--- config.mk ---
export PLATFORM = sky130hd
export DESIGN_NAME = cache_coherence_op_control
export DESIGN_NICKNAME = d
export VERILOG_FILES = /design/src/core/coh_pkg.sv /design/src/core/cache_coherence_op_control.sv
export VERILOG_INCLUDE_DIRS = /design/src /design/src/core
export SDC_FILE = /design/constraint.sdc
export NUM_CORES = 1
export LEC_CHECK = 0
export BUFFER_PORTS_ARGS = -buffer_cell sky130_fd_sc_hd__clkbuf_2
export CORE_MARGIN = 2
export CORE_UTILIZATION = 48
export CTS_BUF_LIST = sky130_fd_sc_hd__clkbuf_16
export DETAILED_ROUTE_END_ITERATION = 16
export PLACE_DENSITY = 0.71
export SLEW_MARGIN = 20
export SYNTH_ARGS = -nofsm -noshare
export SYNTH_HDL_FRONTEND = slang
export SYNTH_SLANG_ARGS = --single-unit
--- constraint.sdc ---
create_clock -name clk_i -period 6.5 [get_ports clk_i]
set_input_delay 0.975 -clock clk_i [delete_from_list [all_inputs] [get_ports clk_i]]
set_output_delay 0.975 -clock clk_i [all_outputs]
set_load 0.01 [all_outputs]
--- src/core/coh_consts.svh ---
`ifndef COH_CONSTS_SVH
`define COH_CONSTS_SVH
`define ADDR_W 32
`define COUNT_W 16
`define LINE_WORDS_LOG2 4
`define WORD_BYTES_LOG2 2
`define KIND_WB_ONLY 2'h0
`endif

--- src/core/coh_pkg.sv ---
package coh_pkg;
   typedef enum logic [2:0]
   {
      op_none,
      op_block_wb,
      op_block_inv,
      op_block_writeback_invalidate,
      op_l1_inv_all,
      op_l1_writeback_invalidate_all,
      op_l2_inv_all,
      op_l2_writeback_invalidate_all
   } coh_op_t;
   typedef struct packed
   {
      logic [31:0] addr;
      logic invalidate;
      logic valid;
   } line_req_t;
endpackage

--- src/core/cache_coherence_op_control.sv ---
// Behaviour
// - Base address then word count launches block operation.
// - Word count reads zero when block completes.
// - Writing one to global register while idle starts operation.
// - Global busy bit reads one until finished.
// - Level-2 set stays correct under hazard sequence.
// - Writeback-only operations never block cache traffic.
// - Memory fence stalls core while an operation runs.
// - Freeze, flush, poll, fence, unfreeze sequence supported.
`include "coh_consts.svh"
module cache_coherence_op_control
   import coh_pkg::*;
(
   input wire logic clk_i,
   input wire logic nrst_i,
   input wire logic ce_i,
   input wire logic base_wr_i,
   input wire logic [`ADDR_W-1:0] base_addr_i,
   input wire logic count_wr_i,
   input wire logic [`COUNT_W-1:0] count_i,
   input wire logic [1:0] block_kind_i,
   input wire logic [3:0] global_wr_i,
   input wire logic [3:0] global_data_i,
   input wire logic line_done_i,
   input wire logic memory_fence_i,
   input wire logic cpu_mem_req_i,
   output logic [`COUNT_W-1:0] block_word_count_o,
   output logic [3:0] global_status_o,
   output line_req_t line_req_o,
   output logic fence_stall_o,
   output logic cache_traffic_hold_o
);
   localparam logic [`COUNT_W-1:0] LINE_WORDS =
      `COUNT_W'(1 << `LINE_WORDS_LOG2);
   localparam logic [`ADDR_W-1:0] LINE_BYTES =
      `ADDR_W'(LINE_WORDS << `WORD_BYTES_LOG2);
   logic rst_meta_reg;
   logic rst_sync_reg;
   logic rst_n;
   // Release passes two flops, so every register leaves reset on one edge.
   always_ff @(posedge clk_i or negedge nrst_i)
   begin
      if (!nrst_i)
      begin
         rst_meta_reg <= 1'b0;
         rst_sync_reg <= 1'b0;
      end
      else
      begin
         rst_meta_reg <= 1'b1;
         rst_sync_reg <= rst_meta_reg;
      end
   end
   assign rst_n = rst_sync_reg;

   typedef enum {st_idle, st_issue, st_wait} state_t;
   state_t state_reg, state_next;
   logic [`ADDR_W-1:0] base_reg, base_next;
   logic [`ADDR_W-1:0] addr_reg, addr_next;
   logic [`COUNT_W-1:0] count_reg, count_next;
   logic [3:0] global_reg, global_next;
   logic [1:0] gidx_reg, gidx_next;
   logic global_run_reg, global_run_next;
   logic inval_reg, inval_next;
   line_req_t req_reg, req_next;
   logic [`COUNT_W-1:0] step;

   always_comb
   begin
      state_next = state_reg;
      base_next = base_reg;
      addr_next = addr_reg;
      count_next = count_reg;
      global_next = global_reg;
      gidx_next = gidx_reg;
      global_run_next = global_run_reg;
      inval_next = inval_reg;
      req_next = req_reg;
      step = (count_reg > LINE_WORDS) ? LINE_WORDS : count_reg;
      if (base_wr_i && state_reg == st_idle)
         base_next = base_addr_i;
      for (int i = 0; i < 4; i++)
      begin
         // Each bit of a command write made while idle starts its own command when its data bit is one.
         if (global_wr_i[i] && global_data_i[i] && state_reg == st_idle)
            global_next[i] = 1'b1;
      end
      case (state_reg)
         st_idle:
         begin
            if (count_wr_i && count_i != '0)
            begin
               count_next = count_i;
               addr_next = base_reg;
               inval_next = (block_kind_i != `KIND_WB_ONLY);
               global_run_next = 1'b0;
               state_next = st_issue;
            end
            else if (global_next != 4'h0)
            begin
               // Commands written together run one at a time, lowest first.
               for (int i = 3; i >= 0; i--)
               begin
                  if (global_next[i])
                     gidx_next = 2'(i);
               end
               global_run_next = 1'b1;
               inval_next = 1'b1;
               count_next = LINE_WORDS;
               addr_next = '0;
               state_next = st_issue;
            end
         end
         st_issue:
         begin
            req_next.addr = addr_reg;
            req_next.invalidate = inval_reg;
            req_next.valid = 1'b1;
            state_next = st_wait;
         end
         st_wait:
         begin
            req_next.valid = 1'b0;
            if (line_done_i)
            begin
               // Count drops only after the line is retired.
               count_next = count_reg - step;
               addr_next = addr_reg + LINE_BYTES;
               if (count_reg == step)
               begin
                  if (global_run_reg)
                     global_next[gidx_reg] = 1'b0;
                  state_next = st_idle;
               end
               else
                  state_next = st_issue;
            end
         end
         default: state_next = st_idle;
      endcase
   end

   always_ff @(posedge clk_i or negedge rst_n)
   begin
      if (!rst_n)
      begin
         state_reg <= st_idle;
         base_reg <= '0;
         addr_reg <= '0;
         count_reg <= '0;
         global_reg <= 4'h0;
         gidx_reg <= 2'h0;
         global_run_reg <= 1'b0;
         inval_reg <= 1'b0;
         req_reg <= '0;
      end
      else if (ce_i)
      begin
         state_reg <= state_next;
         base_reg <= base_next;
         addr_reg <= addr_next;
         count_reg <= count_next;
         global_reg <= global_next;
         gidx_reg <= gidx_next;
         global_run_reg <= global_run_next;
         inval_reg <= inval_next;
         req_reg <= req_next;
      end
   end

   assign block_word_count_o = global_run_reg ? '0 : count_reg;
   assign global_status_o = global_reg;
   assign line_req_o = req_reg;
   // The stall is combinational so the core halts in the cycle of its fence.
   assign fence_stall_o = memory_fence_i && (state_reg != st_idle);
   // Invalidating operations hold all cache traffic for as long as they run, so
   // the miss, invalidate, allocate chain cannot interleave.
   assign cache_traffic_hold_o = (state_reg != st_idle) && inval_reg;


   busy_count_a: assert property (@(posedge clk_i) disable iff (!rst_n)
      (state_reg != st_idle && !global_run_reg) |-> block_word_count_o != '0)
      else $error("count zero while busy");
   count_done_a: assert property (@(posedge clk_i) disable iff (!rst_n)
      (ce_i && state_reg == st_wait && line_done_i && count_reg == step
       && !global_run_reg) |=> block_word_count_o == '0)
      else $error("count not zero at end");
   launch_a: assert property (@(posedge clk_i) disable iff (!rst_n)
      (ce_i && state_reg == st_idle && count_wr_i && count_i != '0)
      |=> state_reg == st_issue && addr_reg == $past(base_reg))
      else $error("block op not launched");
   global_go_a: assert property (@(posedge clk_i) disable iff (!rst_n)
      (ce_i && state_reg == st_idle && global_wr_i[0] && global_data_i[0])
      |=> global_status_o[0])
      else $error("global op not started");
   busy_hold_a: assert property (@(posedge clk_i) disable iff (!rst_n)
      (global_run_reg && state_reg != st_idle) |-> global_status_o[gidx_reg])
      else $error("busy bit dropped early");
   fence_a: assert property (@(posedge clk_i) disable iff (!rst_n)
      (memory_fence_i && state_reg != st_idle) |-> fence_stall_o)
      else $error("fence not stalled");
   wb_free_a: assert property (@(posedge clk_i) disable iff (!rst_n)
      (state_reg != st_idle && !inval_reg) |-> !cache_traffic_hold_o)
      else $error("writeback held traffic");
   inv_hold_a: assert property (@(posedge clk_i) disable iff (!rst_n)
      line_req_o.valid && line_req_o.invalidate |-> cache_traffic_hold_o)
      else $error("invalidate without hold");
   count_hold_a: assert property (@(posedge clk_i) disable iff (!rst_n)
      (ce_i && state_reg == st_wait && !line_done_i) |=> $stable(count_reg))
      else $error("count moved without a retired line");
   busy_clear_a: assert property (@(posedge clk_i) disable iff (!rst_n)
      (ce_i && global_run_reg && state_reg == st_wait && line_done_i)
      |=> !global_status_o[$past(gidx_reg)])
      else $error("busy bit not cleared");
   line_step_a: assert property (@(posedge clk_i) disable iff (!rst_n)
      (ce_i && state_reg == st_wait && line_done_i && count_reg != step)
      |=> addr_reg == $past(addr_reg) + LINE_BYTES)
      else $error("line address did not advance");
endmodule

==> impl_metrics.json, run 1 <==
{
  "status": "finished, final reports clean",
  "synth-seq-cells": 126,
  "rsz0062_at_grt": "false",
  "num_vias": 5484,
  "peakVddDrop_v": 0.0002864,
  "die_w_um": 118.9,
  "finalCritPeriodShare": 0.5067,
  "hold_viol_final": 0,
  "drv_slew": 0,
  "fin_skew_ns": 0.008260,
  "cts.sinks": 126,
  "cts-resized-gates": 0,
  "layout-drive-gt1-share": 0.3157,
  "grt_pass1_vias": 5441,
  "layout.nets": 798,
  "cts_buffer_depth": 2,
  "vias_per_cell": 6.026,
  "root_buffer": "clkbuf_16",
  "clkSlewWorstSetupHoldPaths_ns": 0.05,
  "synth_warnings": 0,
  "routed_wl_um": 16360,
  "cp-start-kind": "input pin",
  "worst_hold_path_type": "input pin to asynchronous set/reset pin",
  "synth_top_area_cell": "dfrtp_1",
  "fin_cells": 910,
  "crit_chain": "clkbuf_2 -> or4_4 -> o41ai_4 -> a31o_2 -> nor4_1 -> a211o_1",
  "crit_type": "input pin to register",
  "antenna_found_initial": 0,
  "leakagePower_uw": 0.003507,
  "htreeDepth": 4,
  "synth_top_flop_cell": "dfrtp_1",
  "ys_types": 60,
  "multiInputGateArea_um2": 3029,
  "dp_hpwl_um": 10850,
  "first_iter_violations": 362,
  "drc": 0,
  "crit_required_ns": 6.79,
  "ff_latch_area_um2": 3157,
  "clk_latency_ns": 0.42,
  "grt_max_degree": 68,
  "avgRoutedWirePerCell_um": 17.98,
  "p_per_area_nw_per_um2": 479.3,
  "pre_cts_ws_ns": 2.789,
  "dpl_cell_area_um2": 7083,
  "port_buffers": 120,
  "ant_nets": 0,
  "synth_cells": 614,
  "initial_core_util": 0.4957,
  "post-synth-top-count-cell": "dfrtp_1",
  "first_pass_iters": 5,
  "track_usage": 0.2362,
  "synth_edf_count": 0,
  "fmax_mhz": 303.6,
  "dp.cells": 878,
  "core_area_um2": 12770,
  "fin_area_um2": 7680,
  "area_delta_synth_final_pct": 21.28,
  "min_period_ns": 3.294,
  "core.rowCount": 41,
  "endpoint_kind": "register",
  "setup_viol": 0,
  "drv_cap": 0,
  "final.fill_count": 1087,
  "die_area_um2": 14130,
  "finalWeightedCongestion": 0.8810,
  "cts_buffers": 17,
  "cp_slowest_cell": "a31o_2",
  "tightest_slew_ns": 1.048,
  "worst_slack_ns": 3.206,
  "critPathArrivalTime_ns": 3.59,
  "ctsHoldBuffers": 0,
  "netlist_top_cells_count": "dfrtp_1 (126), mux2_2 (64), nand2_1 (62), nor2_1 (38), a21oi_1 (31)",
  "slew_headroom": 0.3008,
  "postCtsSetupBuffers": 0,
  "synth_area_per_cell_um2": 10.31,
  "async_flop_share": 1.000,
  "synthTopCellsByArea": "dfrtp_1 (50%), mux2_2 (11%), nand2_1 (3.7%), a21oi_1 (2.5%), nor2_1 (2.3%)",
  "cts_tree": "done",
  "largest_reg_flops": 34,
  "diodes": 0,
  "tns_ns": 0,
  "critPathMaxFanout": 42,
  "gr-total-overflow": 0,
  "critical_path.max_stage_delay_ns": 0.84,
  "grt_pass1_wl_um": 26860,
  "syn_area_um2": 6332,
  "synth_seq_area_share": 0.4979,
  "dieHeight_um": 118.9,
  "synth_top_area_frac": 0.4979,
  "io_pins": 122
}
==> cells by family after synthesis <==
family | after synthesis | share of synthesized area
simple gates | 224 | 0.1824
mux | 65 | 0.1154
compound gates | 144 | 0.1593
flops | 126 | 0.4979
fa+ha+maj | 7 | 0.01383
buf+inv | 47 | 0.03063
other cells | 1 | 0.0005922
==> layout by cell type, fill, tap and decap left out, types with 9 or more instances in the layout <==
master     synthesis  routed
dfrtp_1          126     125
clkbuf_2           0     120
mux2_2            64      64
nand2_1           62      62
nor2_1            38      38
a21oi_1           31      31
nand3_1           28      28
o21ai_0           25      25
nor2b_1           17      17
clkbuf_16          0      17
nand4_1           15      15
a31oi_1           14      13
inv_1             10      12
nor3_1            10       9
nor4_1            10       9
==> critical path: cells and delay by family <==
family          cells  cell delay, ns
compound gates      3            1.82
simple gates        2            0.67
buf+inv             1            0.09
==> power breakdown <==
group	switching, uW	internal, uW
Combinational	678	578
Sequential	349	1140
Clock	344	593
==> stage by stage <==
stage / total power, uW / hold WS (ns) / util
after CTS: 3687 / 0.3239 / 0.6000
final: 3681 / 0.3376 / 0.6012
after detailed placement: 2739 / 0.3418 / 0.5545
after floorplan: 2297 / 0.3312 / -
after global routing: 3914 / 0.3264 / 0.6012
after global placement: 2682 / 0.3418 / 0.5542
==> per-layer routing <==
metal  part of all wire  global-route usage  vias to the layer above
li1                   -                   -                     2531
met1               0.44              0.3173                     2724
met2               0.48              0.3718                      210
met3              0.071             0.07040                       19
met4             0.0092             0.06920                        0
met5                  0                   0                        -
==> layout make-up <==
class                           instances  area share
Tap cell                              172     0.02802
Timing Repair Buffer                  128     0.08602
Inverter                               10    0.004888
Clock inverter                         15     0.02020
Sequential cell                       126      0.4110
Multi-Input combinational cell        442      0.3944
Clock buffer                           17     0.05539
==> path summary, 6_finish.rpt <==
| kind | start | endpoint | slack (ns) | depth (start not counted) |
|---|---|---|---|---|
| worst max-delay path | count_i[11] | addr_reg[9] | 3.21 | 6 |
| worst min-delay path | nrst_i | rst_n | 0.34 | 1 |
| worst max register to register | state_reg[0] | addr_reg[26] | 3.21 | 8 |
| worst min register to register | rst_meta_reg | rst_n | 0.35 | 0 |
| max in group asynchronous | rst_n | base_reg[18] | 4.74 | 1 |
| min in group clk_i | rst_meta_reg | rst_n | 0.35 | 0 |
Power figures use the tool's default switching activity.
==> inputs of run 2 (changes only) <==
==> constraint.sdc (replaced) <==
create_clock -name clk_i -period 3.3 [get_ports clk_i]
set_input_delay 0.495 -clock clk_i [delete_from_list [all_inputs] [get_ports clk_i]]
set_output_delay 0.495 -clock clk_i [all_outputs]
set_load 0.01 [all_outputs]
==> run 2 against run 1 <==
Sequential power increased by 95%. Sequential share of layout area decreased by 0.63 points. Combinational power increased by 100%. Worst hold slack got worse by 0.041 ns. Wire length about the same. Global-route usage increased by 0.57 points. Register-to-register slack got worse by 3.0 ns. Critical path type is now register to register. Critical endpoint is now addr_reg[27]. Largest cell class unchanged. Largest power group unchanged.
==> impl_metrics.json, run 2 (same netlist as run 1, synthesis figures left out) <==
{
  "status": "finished, final reports clean",
  "rr_startpoint": "state_reg[0]",
  "cts-resized-gates": 0,
  "fin_skew_ns": 0.006919,
  "hold_viol_final": 0,
  "finalWeightedCongestion": 0.8988,
  "cts.sinks": 126,
  "ctsHoldBuffers": 1,
  "peakVddDrop_v": 0.0007400,
  "grt_max_degree": 88,
  "first_iter_violations": 331,
  "finalCritPeriodShare": 0.9251,
  "dp_hpwl_um": 11460,
  "endpoint_kind": "register",
  "reg2reg_depth": 8,
  "postCtsSetupBuffers": 0,
  "gr-total-overflow": 0,
  "min_period_ns": 3.053,
  "layout_commonest_cell": "dfrtp_1",
  "avgRoutedWirePerCell_um": 17.68,
  "core_area_um2": 12770,
  "initial_core_util": 0.4957,
  "crit_type": "register to register",
  "final_cell_mix": "dfrtp_1 (125), clkbuf_2 (120), mux2_2 (64), nand2_1 (62), nor2_1 (38)",
  "routed_wl_um": 16370,
  "critPathArrivalTime_ns": 3.40,
  "track_usage": 0.2418,
  "die_area_um2": 14130,
  "diodes": 0,
  "worst_hold_path_type": "register to asynchronous set/reset pin",
  "root_buffer": "clkbuf_16",
  "die_w_um": 118.9,
  "layout.nets": 814,
  "drv_cap": 0,
  "core.rowCount": 41,
  "cts_buffer_depth": 2,
  "grt_pass1_vias": 5467,
  "clk_latency_ns": 0.41,
  "drc": 0,
  "dieHeight_um": 118.9,
  "clkSlewWorstSetupHoldPaths_ns": 0.05,
  "r2r-end": "addr_reg[27]",
  "crit_required_ns": 3.65,
  "fin_area_um2": 7800,
  "vias_per_cell": 5.886,
  "cts_buffers": 17,
  "rrSetupSlack_ns": 0.25,
  "antenna_found_initial": 0,
  "slew_headroom": 0.3358,
  "port_buffers": 120,
  "area_delta_synth_final_pct": 23.18,
  "cp-start-kind": "register",
  "io_pins": 122,
  "first_pass_iters": 5,
  "largest_reg_flops": 34,
  "cts_tree": "done",
  "layout-drive-gt1-share": 0.3289,
  "grt_pass1_wl_um": 27260,
  "p_per_area_nw_per_um2": 934.9,
  "tns_ns": 0,
  "dpl_cell_area_um2": 7217,
  "ant_nets": 0,
  "drv_slew": 0,
  "leakagePower_uw": 0.003585,
  "critPathMaxFanout": 37,
  "fmax_mhz": 327.6,
  "tightest_slew_ns": 0.9713,
  "num_vias": 5450,
  "rsz0062_at_grt": "false",
  "htreeDepth": 4,
  "setup_viol": 0
}
## run 2: changes by cell type in the layout (fill, tap and decap cells not counted), moves of 2 or more
cell      previous run  this run
buf_12               0         2
clkinv_4             1         3
inv_6                0         2
buf_4                8        21
## run 2: report_power, final
part	total, uW	internal, uW	switching [uW]
logic	2580	1210	1370
clock network	1800	1110	697
registers	2910	2240	665
## run 2: final cells by class
| type | instances | area, um^2 |
|---|---|---|
| clock buffer | 17 | 425.4 |
| clock inverter | 15 | 147.6 |
| fill | 1081 | 4974 |
| inverter | 10 | 37.54 |
| multi-input combinational | 442 | 3009 |
| sequential | 126 | 3157 |
| tap | 172 | 215.2 |
| timing repair buffer | 144 | 808.3 |
## run 2: worst max-delay path, cell delays in order (launching register included)
cell and delay (ns):
dfrtp_1 0.42, inv_1 0.13, ha_1 0.57, a31oi_1 0.25
and4_1 0.27, a31o_2 0.51, buf_4 0.27, or4_1 0.46
nand3_1 0.09
## run 2: how the worst max path moves through the flow
stage	cells after the start	slack (ns)	from	to
after global routing	8	0.007	state_reg[0]	addr_reg[27]
after CTS	8	0.26	state_reg[0]	addr_reg[27]
after floorplan	10	0.56	count_reg[4]	count_reg[14]
final	8	0.25	state_reg[0]	addr_reg[27]
after detailed placement	8	0.27	state_reg[0]	addr_reg[27]
after global placement	8	0.37	state_reg[0]	addr_reg[27]
## run 2: metrics by stage
| stage | total power [uW] | cells | hold WS, ns | utilization | setup WS, ns |
|---|---|---|---|---|---|
| after CTS | 7333 | 926 | 0.2955 | 0.6106 | 0.2645 |
| after global placement | 5370 | 893 | 0.2825 | 0.5650 | 0.3698 |
| after floorplan | 4523 | 615 | 0.1994 | - | 0.5563 |
| after detailed placement | 5502 | 893 | 0.2829 | 0.5650 | 0.2711 |
| final | 7292 | 926 | 0.2963 | 0.6106 | 0.2471 |
| after global routing | 7779 | 926 | 0.3037 | 0.6106 | 0.006645 |
## run 2: per-layer routing
layer,vias to the layer above,global-route usage,part of all wire
met1,2698,0.3194,0.44
met5,-,0,0
met2,179,0.3872,0.48
met4,0,0.08036,0.016
met3,19,0.06561,0.065
li1,2554,-,-
